==> config.mk <==
export PLATFORM = sky130hd
export DESIGN_NAME = tiop_top
export DESIGN_NICKNAME = d
export VERILOG_FILES = /design/src/verilog/tiop_pkg.sv /design/src/verilog/tiop_clkblk.sv /design/src/verilog/tiop_top.sv
export SDC_FILE = /design/constraint.sdc
export NUM_CORES = 2
export LEC_CHECK = 0
export BUFFER_PORTS_ARGS = -buffer_cell sky130_fd_sc_hd__buf_4
export CAP_MARGIN = 10
export CORE_UTILIZATION = 45
export DETAILED_ROUTE_END_ITERATION = 7
export GPL_TIMING_DRIVEN = 0
export HOLD_SLACK_MARGIN = 0.05
export MAX_ROUTING_LAYER = met4
export PLACE_DENSITY = 0.7
export SYNTH_ARGS = -nofsm -noshare
export SYNTH_HDL_FRONTEND = slang
export SYNTH_HIERARCHICAL = 1
export SYNTH_SLANG_ARGS = --single-unit
export TNS_END_PERCENT = 10
==> constraint.sdc <==
create_clock -name i_clk -period 162.7 [get_ports i_clk]
set_clock_uncertainty 0.1 [all_clocks]
set_input_delay 24.405 -clock i_clk [delete_from_list [all_inputs] [get_ports i_clk]]
set_output_delay 24.405 -clock i_clk [all_outputs]
set_load 0.05 [all_outputs]
==> src/verilog/tiop_pkg.sv <==
// Constants, types and helpers shared by the timed I/O port unit
package tiop_pkg;
  // ----------------------------------------------------------
  // Sizes
  // ----------------------------------------------------------
  localparam int NPORT = 5;   // Ports of width 1, 4, 8, 16, 32
  localparam int NCLKB = 6;   // Clock blocks per tile
  localparam int NPIN  = 32;  // Pins shared by all ports
  localparam int XW    = 32;  // Transfer register width
  localparam int CW    = 16;  // Port counter width
  // ----------------------------------------------------------
  // Address map (byte addresses)
  // ----------------------------------------------------------
  localparam int         GLB_BIT   = 8;       // Set for global registers
  localparam logic [8:0] ADDR_LINK = 9'h100;  // Link pin mask
  localparam logic [8:0] ADDR_CLKB = 9'h120;  // Clock block 0, then +4 each
  localparam logic [1:0] KIND_NONE = 2'h0;
  localparam logic [1:0] KIND_PORT = 2'h1;
  localparam logic [1:0] KIND_LINK = 2'h2;
  localparam logic [1:0] KIND_CLKB = 2'h3;
  // Per-port word index inside a 0x20 stride
  localparam logic [2:0] REG_CTRL  = 3'h0;
  localparam logic [2:0] REG_DATA  = 3'h1;
  localparam logic [2:0] REG_COND  = 3'h2;
  localparam logic [2:0] REG_TIME  = 3'h3;
  localparam logic [2:0] REG_COUNT = 3'h4;
  localparam logic [2:0] REG_STAMP = 3'h5;
  localparam logic [2:0] REG_STAT  = 3'h6;
  // ----------------------------------------------------------
  // Field layouts and reset values
  // ----------------------------------------------------------
  localparam int          CTRL_EN   = 0;       // Port enable
  localparam int          CTRL_OUT  = 1;       // 1 output, 0 input
  localparam int          CTRL_OD   = 2;       // Open-drain output
  localparam int          CTRL_CLK  = 4;       // Clock block select, 3 bits
  localparam int          CTRL_COND = 8;       // Sample condition, 2 bits
  localparam int          CTRL_STB  = 11;      // Qualify input by strobe
  localparam int          CTRL_W    = 12;
  localparam logic [11:0] CTRL_RST  = 12'h000; // Clock block 0 after reset
  localparam int          CB_EXT    = 0;       // Source is the 1-bit port
  localparam int          CB_DIV    = 8;       // Divider field
  localparam int          CB_DIV_W  = 8;
  localparam int          STAT_FULL = 0;
  localparam int          STAT_BUSY = 1;
  // ----------------------------------------------------------
  // Timing
  // ----------------------------------------------------------
  localparam int         SYS_MHZ  = 100;                // Core clock
  localparam int         REF_MHZ  = 100;                // Reference clock
  localparam int         REF_CYC  = SYS_MHZ / REF_MHZ;  // Cycles per ref tick
  localparam logic [7:0] REF_LAST = 8'(REF_CYC - 1);
  // ----------------------------------------------------------
  // Types
  // ----------------------------------------------------------
  typedef enum logic [1:0] {PH_IDLE = 2'h0, PH_WAIT = 2'h1, PH_SHIFT = 2'h3} tiop_phase_t;
  typedef enum logic [1:0] {COND_NONE = 2'h0, COND_EQ = 2'h1, COND_NEQ = 2'h2} tiop_cond_t;
  // ----------------------------------------------------------
  // Port geometry
  // ----------------------------------------------------------
  function automatic int port_w(input int idx);
    case (idx)
      0:       port_w = 1;
      1:       port_w = 4;
      2:       port_w = 8;
      3:       port_w = 16;
      default: port_w = 32;
    endcase
  endfunction
  function automatic logic [XW-1:0] port_mask(input int idx);
    port_mask = (port_w(idx) == XW) ? 32'hFFFF_FFFF : XW'((33'h1 << port_w(idx)) - 33'h1);
  endfunction
  function automatic logic [5:0] port_chunks(input int idx);
    port_chunks = 6'(XW / port_w(idx));
  endfunction
endpackage

==> src/verilog/tiop_clkblk.sv <==
// Clock block: reference or divided external tick generator
`timescale 1ns/1ns
module tiop_clkblk
  import tiop_pkg::*;
#(
  parameter bit FIXED_REF = 1'b0  // Block tied to the reference clock
)
(
  // Clock and reset
  input  wire logic       i_clk,
  input  wire logic       i_rst,
  // Configuration
  input  wire logic       i_use_ext,  // Take edges from the 1-bit port
  input  wire logic [7:0] i_div,      // Tick every i_div+1 edges
  // Source and result
  input  wire logic       i_ext_lvl,  // Synchronised 1-bit port level
  output logic            o_tick      // One-cycle pacing pulse
);
  typedef struct packed {
    logic       prev;  // Last external level
    logic [7:0] cnt;   // Cycle or edge count
    logic       tick;  // Registered tick
  } tiop_cb_st_t;

  tiop_cb_st_t st;     // Current state
  tiop_cb_st_t next_st;  // Next state

  // ----------------------------------------------------------
  // Next state
  // ----------------------------------------------------------
  // Rising edges are found on an already synchronised level, so
  // an external tick is never closer than two cycles apart
  always_comb
  begin
    next_st      = st;
    next_st.tick = 1'b0;
    next_st.prev = i_ext_lvl;
    if (FIXED_REF || !i_use_ext)
    begin
      // Reference pacing
      if (st.cnt >= REF_LAST)
      begin
        next_st.cnt  = 8'h00;
        next_st.tick = 1'b1;
      end
      else
        next_st.cnt = st.cnt + 8'h01;
    end
    else if (i_ext_lvl && !st.prev)
    begin
      // External edge, optionally divided
      if (st.cnt >= i_div)
      begin
        next_st.cnt  = 8'h00;
        next_st.tick = 1'b1;
      end
      else
        next_st.cnt = st.cnt + 8'h01;
    end
  end

  // State register
  always_ff @(posedge i_clk or posedge i_rst)
  begin
    if (i_rst)
      st <= '0;
    else
      st <= next_st;
  end

  assign o_tick = st.tick;
endmodule

==> src/verilog/tiop_top.sv <==
// Timed I/O port unit with clock blocks behind an AHB-Lite slave
`timescale 1ns/1ns
module tiop_top
  import tiop_pkg::*;
(
  // Clock and reset
  input  wire logic             i_clk,
  input  wire logic             i_rst,
  // AHB-Lite slave
  input  wire logic             i_hsel,
  input  wire logic [31:0]      i_haddr,
  input  wire logic [1:0]       i_htrans,
  input  wire logic             i_hwrite,
  input  wire logic [2:0]       i_hsize,
  input  wire logic [31:0]      i_hwdata,
  input  wire logic             i_hready,
  output logic                  o_hreadyout,
  output logic                  o_hresp,
  output logic [31:0]           o_hrdata,
  // Pins
  input  wire logic [NPIN-1:0]  i_pin_in,
  output logic [NPIN-1:0]       o_pin_out,
  output logic [NPIN-1:0]       o_pin_oe,
  output logic [NPIN-1:0]       o_pin_pulldown,
  // Strobes
  input  wire logic [NPORT-1:0] i_strobe_in,
  output logic [NPORT-1:0]      o_strobe_out,
  // Events to the scheduler
  output logic [NPORT-1:0]      o_event
);
  // ----------------------------------------------------------
  // State
  // ----------------------------------------------------------
  typedef struct packed {
    logic [CTRL_W-1:0] ctrl;     // Port control
    logic [XW-1:0]     xfer;     // Transfer register
    logic              full;     // Transfer register holds a word
    logic [XW-1:0]     shreg;    // Serialiser
    logic [5:0]        left;     // Chunks still to move
    tiop_phase_t       ph;       // Transfer phase
    logic [XW-1:0]     cond;     // Compare value
    logic [CW-1:0]     tgt;      // Counter target
    logic              timed;    // Target armed
    logic [CW-1:0]     count;    // Port counter
    logic [CW-1:0]     stamp;    // Timestamp
    logic [XW-1:0]     drive;    // Value on output pins
    logic              strobe;   // Outgoing strobe pulse
    logic              event_p;  // Event pulse
  } tiop_port_t;

  typedef struct packed {
    tiop_port_t [NPORT-1:0]      port;
    logic [NPIN-1:0]             link;     // Pins taken by the link
    logic [NCLKB-1:0][CW-1:0]    cb;       // Clock block settings
    logic [NPIN-1:0]             pin_s1;   // Pin synchroniser, stage 1
    logic [NPIN-1:0]             pin_s2;   // Pin synchroniser, stage 2
    logic [NPORT-1:0]            stb_s1;   // Strobe synchroniser, stage 1
    logic [NPORT-1:0]            stb_s2;   // Strobe synchroniser, stage 2
    logic                        dp_wr;    // Write data phase pending
    logic [8:0]                  dp_addr;  // Address of that write
    logic [XW-1:0]               rdata;    // Read data register
  } tiop_state_t;

  tiop_state_t          st;       // Current state
  tiop_state_t          next_st;  // Next state
  logic [NCLKB-1:0]     tick;     // Clock block pulses
  logic [NPIN-1:0]      owned;    // Pin has an enabled owner
  logic [NPIN-1:0][2:0] owner;    // Owning port per pin

  // Decode used by the read path and the write path
  function automatic logic [1:0] map_kind(input logic [8:0] ad);
    map_kind = KIND_NONE;
    if (!ad[GLB_BIT] && (ad[7:5] < 3'(NPORT)))
      map_kind = KIND_PORT;
    else if (ad[8:2] == ADDR_LINK[8:2])
      map_kind = KIND_LINK;
    else if ((ad[8:5] == ADDR_CLKB[8:5]) && (ad[4:2] < 3'(NCLKB)))
      map_kind = KIND_CLKB;
  endfunction

  // ----------------------------------------------------------
  // Clock blocks
  // ----------------------------------------------------------
  // Block 0 is locked to the reference; the rest take edges from
  // the 1-bit port pin, already through the pin synchroniser
  for (genvar g = 0; g < NCLKB; g++)
  begin : g_cb
    tiop_clkblk #(
      .FIXED_REF (g == 0)
    ) i_tiop_clkblk (
      .i_clk     (i_clk),
      .i_rst     (i_rst),
      .i_use_ext (st.cb[g][CB_EXT]),
      .i_div     (st.cb[g][CB_DIV +: CB_DIV_W]),
      .i_ext_lvl (st.pin_s2[0]),
      .o_tick    (tick[g])
    );
  end

  // ----------------------------------------------------------
  // Pin ownership
  // ----------------------------------------------------------
  // Widest first so that a narrower enabled port overwrites it
  always_comb
  begin
    owned = '0;
    owner = '0;
    for (int p = 0; p < NPIN; p++)
      for (int i = NPORT - 1; i >= 0; i--)
        if (!st.link[p] && st.port[i].ctrl[CTRL_EN] && (p < port_w(i)))
        begin
          owned[p] = 1'b1;
          owner[p] = 3'(i);
        end
  end

  // Pin drivers; open drain never drives high
  always_comb
  begin
    logic dbit;
    dbit      = 1'b0;
    o_pin_out = '0;
    o_pin_oe  = '0;
    for (int p = 0; p < NPIN; p++)
      if (owned[p] && st.port[owner[p]].ctrl[CTRL_OUT])
      begin
        dbit = st.port[owner[p]].drive[p];
        if (st.port[owner[p]].ctrl[CTRL_OD])
          o_pin_oe[p] = !dbit;
        else
        begin
          o_pin_oe[p]  = 1'b1;
          o_pin_out[p] = dbit;
        end
      end
  end

  // Pull-downs on in reset and on any pin nobody owns
  assign o_pin_pulldown = {NPIN{i_rst}} | ~owned;

  // ----------------------------------------------------------
  // Next state
  // ----------------------------------------------------------
  always_comb
  begin
    logic            acc;
    logic            out;
    logic            cok;
    logic            go;
    logic [2:0]      sel;
    logic            t;
    logic [XW-1:0]   pin_i;
    logic [XW-1:0]   sh;
    logic [XW-1:0]   rd;
    tiop_port_t      pr;
    acc     = i_hsel && i_hready && i_htrans[1];
    out     = 1'b0;
    cok     = 1'b0;
    go      = 1'b0;
    sel     = 3'h0;
    t       = 1'b0;
    pin_i   = '0;
    sh      = '0;
    rd      = '0;
    pr      = '0;
    next_st = st;
    // Synchronisers
    next_st.pin_s1 = i_pin_in;
    next_st.pin_s2 = st.pin_s1;
    next_st.stb_s1 = i_strobe_in;
    next_st.stb_s2 = st.stb_s1;
    // Address phase; unmapped or high addresses fall to no-op
    next_st.dp_wr   = acc && i_hwrite && (i_haddr[31:9] == 23'h0);
    next_st.dp_addr = i_haddr[8:0];
    if (acc && !i_hwrite)
    begin
      // High address bits set read back as zero, never stale data
      case ((i_haddr[31:9] == 23'h0) ? map_kind(i_haddr[8:0]) : KIND_NONE)
        KIND_PORT:
        begin
          pr = st.port[i_haddr[7:5]];
          case (i_haddr[4:2])
            REG_CTRL:  rd = {20'h0_0000, pr.ctrl};
            REG_DATA:
            begin
              rd = pr.xfer;
              // Reading an input word frees the transfer register
              if (!pr.ctrl[CTRL_OUT])
                next_st.port[i_haddr[7:5]].full = 1'b0;
            end
            REG_COND:  rd = pr.cond;
            REG_TIME:  rd = {16'h0000, pr.tgt};
            REG_COUNT: rd = {16'h0000, pr.count};
            REG_STAMP: rd = {16'h0000, pr.stamp};
            REG_STAT:  rd = {30'h0000_0000, pr.ph != PH_IDLE, pr.full};
            default:   rd = '0;
          endcase
        end
        KIND_LINK: rd = st.link;
        KIND_CLKB: rd = {16'h0000, st.cb[i_haddr[4:2]]};
        default:   rd = '0;
      endcase
      next_st.rdata = rd;
    end
    // Port engines; hardware sets come after the read clear
    for (int i = 0; i < NPORT; i++)
    begin
      pin_i = '0;
      for (int p = 0; p < NPIN; p++)
        if (owned[p] && (owner[p] == 3'(i)))
          pin_i[p] = st.pin_s2[p];
      out = st.port[i].ctrl[CTRL_OUT];
      sel = st.port[i].ctrl[CTRL_CLK +: 3];
      t   = (sel < 3'(NCLKB)) ? tick[sel] : 1'b0;
      next_st.port[i].strobe  = 1'b0;
      next_st.port[i].event_p = 1'b0;
      if (t)
        next_st.port[i].count = st.port[i].count + 16'h0001;
      // Sample condition on the masked pin value
      case (tiop_cond_t'(st.port[i].ctrl[CTRL_COND +: 2]))
        COND_EQ:  cok = (pin_i & port_mask(i)) == (st.port[i].cond & port_mask(i));
        COND_NEQ: cok = (pin_i & port_mask(i)) != (st.port[i].cond & port_mask(i));
        default:  cok = 1'b1;
      endcase
      // Condition and target gate only the first chunk
      go = t && (out || !st.port[i].ctrl[CTRL_STB] || st.stb_s2[i])
             && ((st.port[i].ph == PH_SHIFT)
                 || ((!st.port[i].timed || (st.port[i].count == st.port[i].tgt))
                     && (out || cok)));
      // Missing pins read as zero but still fill a full chunk
      sh = (st.port[i].shreg >> port_w(i)) | (out ? '0 : (pin_i << (XW - port_w(i))));
      if (!st.port[i].ctrl[CTRL_EN])
        next_st.port[i].ph = PH_IDLE;
      else
        case (st.port[i].ph)
          PH_IDLE:
          begin
            if (!out || st.port[i].full)
            begin
              next_st.port[i].ph    = PH_WAIT;
              next_st.port[i].left  = port_chunks(i);
              next_st.port[i].shreg = out ? st.port[i].xfer : '0;
              if (out)
                next_st.port[i].full = 1'b0;
            end
          end
          PH_WAIT, PH_SHIFT:
          begin
            if (go)
            begin
              next_st.port[i].ph    = PH_SHIFT;
              next_st.port[i].shreg = sh;
              next_st.port[i].left  = st.port[i].left - 6'h01;
              if (st.port[i].ph == PH_WAIT)
              begin
                next_st.port[i].stamp = st.port[i].count;
                next_st.port[i].timed = 1'b0;
              end
              if (out)
              begin
                next_st.port[i].drive  = st.port[i].shreg & port_mask(i);
                next_st.port[i].strobe = 1'b1;
              end
              if (st.port[i].left == 6'h01)
              begin
                next_st.port[i].ph      = PH_IDLE;
                next_st.port[i].event_p = 1'b1;
                if (!out)
                begin
                  next_st.port[i].xfer = sh;
                  next_st.port[i].full = 1'b1;
                end
              end
            end
          end
          default: next_st.port[i].ph = PH_IDLE;
        endcase
    end
    // Write data phase; a core write wins over the engine
    if (st.dp_wr)
    begin
      case (map_kind(st.dp_addr))
        KIND_PORT:
          case (st.dp_addr[4:2])
            REG_CTRL: next_st.port[st.dp_addr[7:5]].ctrl = i_hwdata[CTRL_W-1:0];
            REG_DATA:
            begin
              next_st.port[st.dp_addr[7:5]].xfer = i_hwdata;
              next_st.port[st.dp_addr[7:5]].full = 1'b1;
            end
            REG_COND: next_st.port[st.dp_addr[7:5]].cond = i_hwdata;
            REG_TIME:
            begin
              next_st.port[st.dp_addr[7:5]].tgt   = i_hwdata[CW-1:0];
              next_st.port[st.dp_addr[7:5]].timed = 1'b1;
            end
            default: ;
          endcase
        KIND_LINK: next_st.link = i_hwdata;
        KIND_CLKB: next_st.cb[st.dp_addr[4:2]] = i_hwdata[CW-1:0];
        default: ;
      endcase
    end
  end

  // State register; zero reset puts every port on block 0
  always_ff @(posedge i_clk or posedge i_rst)
  begin
    if (i_rst)
      st <= '0;
    else
      st <= next_st;
  end

  // ----------------------------------------------------------
  // Outputs
  // ----------------------------------------------------------
  assign o_hreadyout = 1'b1;
  assign o_hresp     = 1'b0;
  assign o_hrdata    = st.rdata;

  always_comb
  begin
    for (int i = 0; i < NPORT; i++)
    begin
      o_strobe_out[i] = st.port[i].strobe;
      o_event[i]      = st.port[i].event_p;
    end
  end
endmodule

After elaboration in Yosys (flattened, before gate mapping)
Index checks and enable logic that the tools add are counted.

cells by class
  muxes and demuxes = 754
  div/mod/pow operators = 5
  magnitude comparators = 64
  reductions and logical operators = 442
  equality and inequality tests = 207
  bitwise gates (word level) = 31
  shifts and indexed selects = 15
  $add $sub $neg = 31

operator list
  kind                                                   number
  binary-select mux 200 bit (select 3 bit)               33
  bitwise mux 1000 bit                                   7
  2-to-1 mux 191 bit                                     32
  2-to-1 mux 1000 bit                                    5
  demux 200 bit (select 3 bit)                           7
  case mux 1000 bit (4 select lines)                     1
  2-to-1 mux 32 bit                                      76
  2-to-1 mux 1128 bit                                    1
  AND 32 bit                                             25
  2-to-1 mux 50 bit                                      15
  2-to-1 mux 33 bit                                      15
  equality test 32 x 7 -> 1 bit (second input constant)  15
  left shift 1 x 32 -> 32 bit (first input constant)     15
  subtractor 32 x 1 -> 32 bit (second input constant)    15
  2-to-1 mux 1 bit                                       400
  2-to-1 mux 200 bit                                     2
  case mux 39 bit (2 select lines)                       5
  2-to-1 mux 73 bit                                      5
  2-to-1 mux 71 bit                                      5
  2-to-1 mux 156 bit                                     2
  logical AND 1 bit                                      281
  case mux 32 bit (7 select lines)                       1
  2-to-1 mux 41 bit                                      5
  equality test 3 x 2 -> 1 bit (second input constant)   68
  other kinds (51)                                       513

word-level totals
  register bits = 1299
  output and inout bits = 140
  input bits = 111
  word-level logic and storage cells = 1646

Longest topological paths before layout
  word-level depth = 33
  mapped depth = 14

Hierarchy
Netlist, hierarchy kept.

by module, submodules not included
  module                                   area an instance (sq um)  cells each  times used
  tiop_top                                 58218.3                   5443        1
  tiop_clkblk (g_cb[1].i_tiop_clkblk ...)  693.2                     77          5
  tiop_clkblk (g_cb[0].i_tiop_clkblk)      32.5                      3           1

Worst setup path before layout
No wires, ideal clock.

  path type = in2out
  from = in i_rst
  to = out o_pin_pulldown[17]
  arrival time = 69904 ps
  path slack = 68291 ps
  buffers on the path = 1
  stages on the path = 3
  required time = 138195 ps
  path through = inv_1 > clkbuf_1 > nand2_1

on the way
  cells in the longest elaborated chain, start to end = 1

ends and longest elaborated chain
  item             RTL line         text
  start, declared  tiop_top.sv:8    input wire logic i_rst,
  OR 32 bit        tiop_top.sv:139  assign o_pin_pulldown = {NPIN{i_rst}} | ~owned;
  end, declared    tiop_top.sv:24   output logic [NPIN-1:0] o_pin_pulldown,

No other way between the ends.

Worst setup path after layout
  from = in i_rst
  to = out o_pin_pulldown[22]

Same word-level chain as after synthesis.

==> impl_metrics.tcl <==
set metrics [dict create \
    clkTransAtPathRegs_ns 0.06 \
    cts_setup_buffers 0 \
    gp_congestion 1.09 \
    grt_pass1_vias 51700 \
    grt_max_degree 67 \
    p_leak_uw 0.0314 \
    area_delta_synth_final_pct 16.0 \
    maxCapViolCount 0 \
    cts_tree "yes" \
    yosysWarningCount 6 \
    holdBufCountCts 0 \
    final_cell_count_no_fill 8194 \
    htree_levels 4 \
    vias_per_cell 6.68 \
    crit_path_max_incr_delay_ns 0.55 \
    yosysSeqAreaShare_pct 49.0 \
    die_y_um 372 \
    crit_fanout 55 \
    fmax_mhz 19.5 \
    startpoint_type "input pin" \
    synth_seq_cells 1209 \
    p_per_area_nw_per_um2 12.5 \
    dp_hpwl_mm 234 \
    cpMostUsedCell "buf_16" \
    clockBufferDepth 3 \
    clock-sinks 1209 \
    dieArea_um2 139000 \
    drt_iter0_drc 7692 \
    syn_area_um2 61700 \
    fin_nets 6440 \
    rsz0062_at_grt "false" \
    post-place-cells 7894 \
    wl_mm 307 \
    rows 135 \
    ir_drop_mv 0.0117 \
    syn_avg_cell_area_um2 10.6 \
    power_uw 892 \
    utilization_pct 52.7 \
    post_drt_wl_per_cell_um 37.5 \
    cts-root-buf "clkbuf_16" \
    clock_latency_ns 0.82 \
    hold_path_class "flop to flop" \
    synth_edf_count 0 \
    yosysTopAreaCell "dfrtp_1" \
    start_util_pct 45.4 \
    antenna_found_initial 37 \
    finalCritPeriodShare_pct 31.5 \
    final_common_cell "dfrtp_1" \
    drive_gt1_share_pct 21.7 \
    fin_crit_ns 51.22 \
    hold_viol 0 \
    cts_buffers 138 \
    io_buffers 229 \
    final_cell_mix "dfrtp_1 (1209), mux2_2 (598), nand2_1 (547), clkbuf_1 (393), o21ai_0 (362)" \
    synth_top_area_share_pct 49.0 \
    num_vias 54700 \
    ant_nets 0 \
    grt_use_total_pct 45.2 \
    cp-end-kind "primary output" \
    crit_type "input pin to primary output" \
    grt_pass1_wl_mm 418 \
    route.detailed.drc 15 \
    status "finished, violations left" \
    io_pins 251 \
    grt_overflow_total 0 \
    synthFlopType "dfrtp_1" \
    ys_async_sr_fraction_pct 100 \
    required_ns 138.19 \
    crit_chain "buf_4 -> inv_1 -> clkbuf_4 -> buf_16 -> buf_16 -> buf_16 -> nand2_1 -> buf_4" \
    worst_slew_pin_slew_ns 1.63 \
    cts_resized 0 \
    failed_checks "DRC, slew limit" \
    finalSetupTns_ns 0 \
    fp.dieW_um 372 \
    synth.top_cells.by_area "dfrtp_1 (49%), mux2_2 (11%), mux2i_1 (4.0%)" \
    slew_violations 2 \
    setup_violations 0 \
    dr.pass1.iters 8 \
    crit_path_top_delay_cell "clkbuf_4" \
    syn-num-nets 6012 \
    crit_arrival_ns 26.71 \
    relSlewSlack_pct -8.85 \
    syn_inst 5831 \
    synth.distinct_cells 88 \
    core_um2 136000 \
]
-- final timing paths --
path	start	end	slack, ns	cells after the start
max in group asynchronous	i_rst	st[175]	136.25	9
setup / recovery	i_rst	o_pin_pulldown[22]	111.48	8
setup reg to reg	st[215]	st[1088]	156.05	13
hold reg to reg	next_st[64]	st[64]	0.24	0
hold / removal	next_st[64]	st[64]	0.24	0
min in group asynchronous	i_rst	g_cb[0].i_tiop_clkblk/o_tick	23.55	2
-- state kept, by name, summed over array words and instances, names as in the netlist --
| name | count |
|---|---|
| o_event | 5 |
| o_hrdata | 32 |
| st | 1079 |
| g_cb.i_tiop_clkblk/st | 45 |
| g_cb.i_tiop_clkblk/o_tick | 6 |
| o_strobe_out | 5 |
| next_st | 37 |
-- worst max-delay path, delay by kind of cell --
family | cells | cell delay [ns]
buffers and inverters | 7 | 2.09
and+or+nand+nor | 1 | 0.13
-- kinds of logic after synthesis --
kind of cell	Yosys count	share of synthesized area [%]
buf+inv	667	4.42
flops	1209	49.0
mux	879	16.0
simple gates	1462	11.5
compound gates	1325	14.6
xor+xnor	216	3.07
fa+ha+maj	70	1.42
other cells	3	0.0182
-- per-stage QoR --
step / cell area [um2] / hold slack [ns] / setup slack [ns]
floorplan: 61700 / 0.231 / 68.29
global placement: 65700 / 0.232 / 62.20
detailed placement: 66700 / 0.235 / 111.45
CTS: 71400 / 0.246 / 111.45
global route: 71600 / 0.253 / 111.28
finish: 71600 / 0.243 / 111.48
-- final cells by class --
class,count,area (um2)
Multi-Input combinational cell,3955,28800
Fill cell,12300,64200
Antenna cell,47,118
Clock buffer,194,3970
Tap cell,1781,2230
Sequential cell,1209,30300
Clock inverter,53,808
Buffer,511,2170
Inverter,156,586
Timing Repair Buffer,288,2710
-- Yosys cell counts (all sizes together), types with 64 or more instances --
cell type and number:
nor3 69, o221a 92, mux2 607, a31oi 64
o22ai 111, buf 126, o21ai 381, clkbuf 385
mux2i 248, xnor2 99, dfrtp 1209, a22oi 167
xor2 117, inv 155, nand3 91, a21oi 193
nand2 547, nor2 307, ha 70
-- routing by layer --
metal	GRT usage [%]	share of wire [%]	vias up
met5	-	0	-
met1	57.8	39	27900
met4	29.2	7.6	0
met2	61.7	42	3849
met3	14.0	12	967
li1	-	-	22000
-- report_power, final --
group          leakage [uW]  switching [uW]  internal, uW
logic                0.0142             104          61.6
registers            0.0149            54.9           339
clock network       0.00233             140           193
total                0.0314             299           593
No activity file was read; power rests on OpenSTA's default activity.
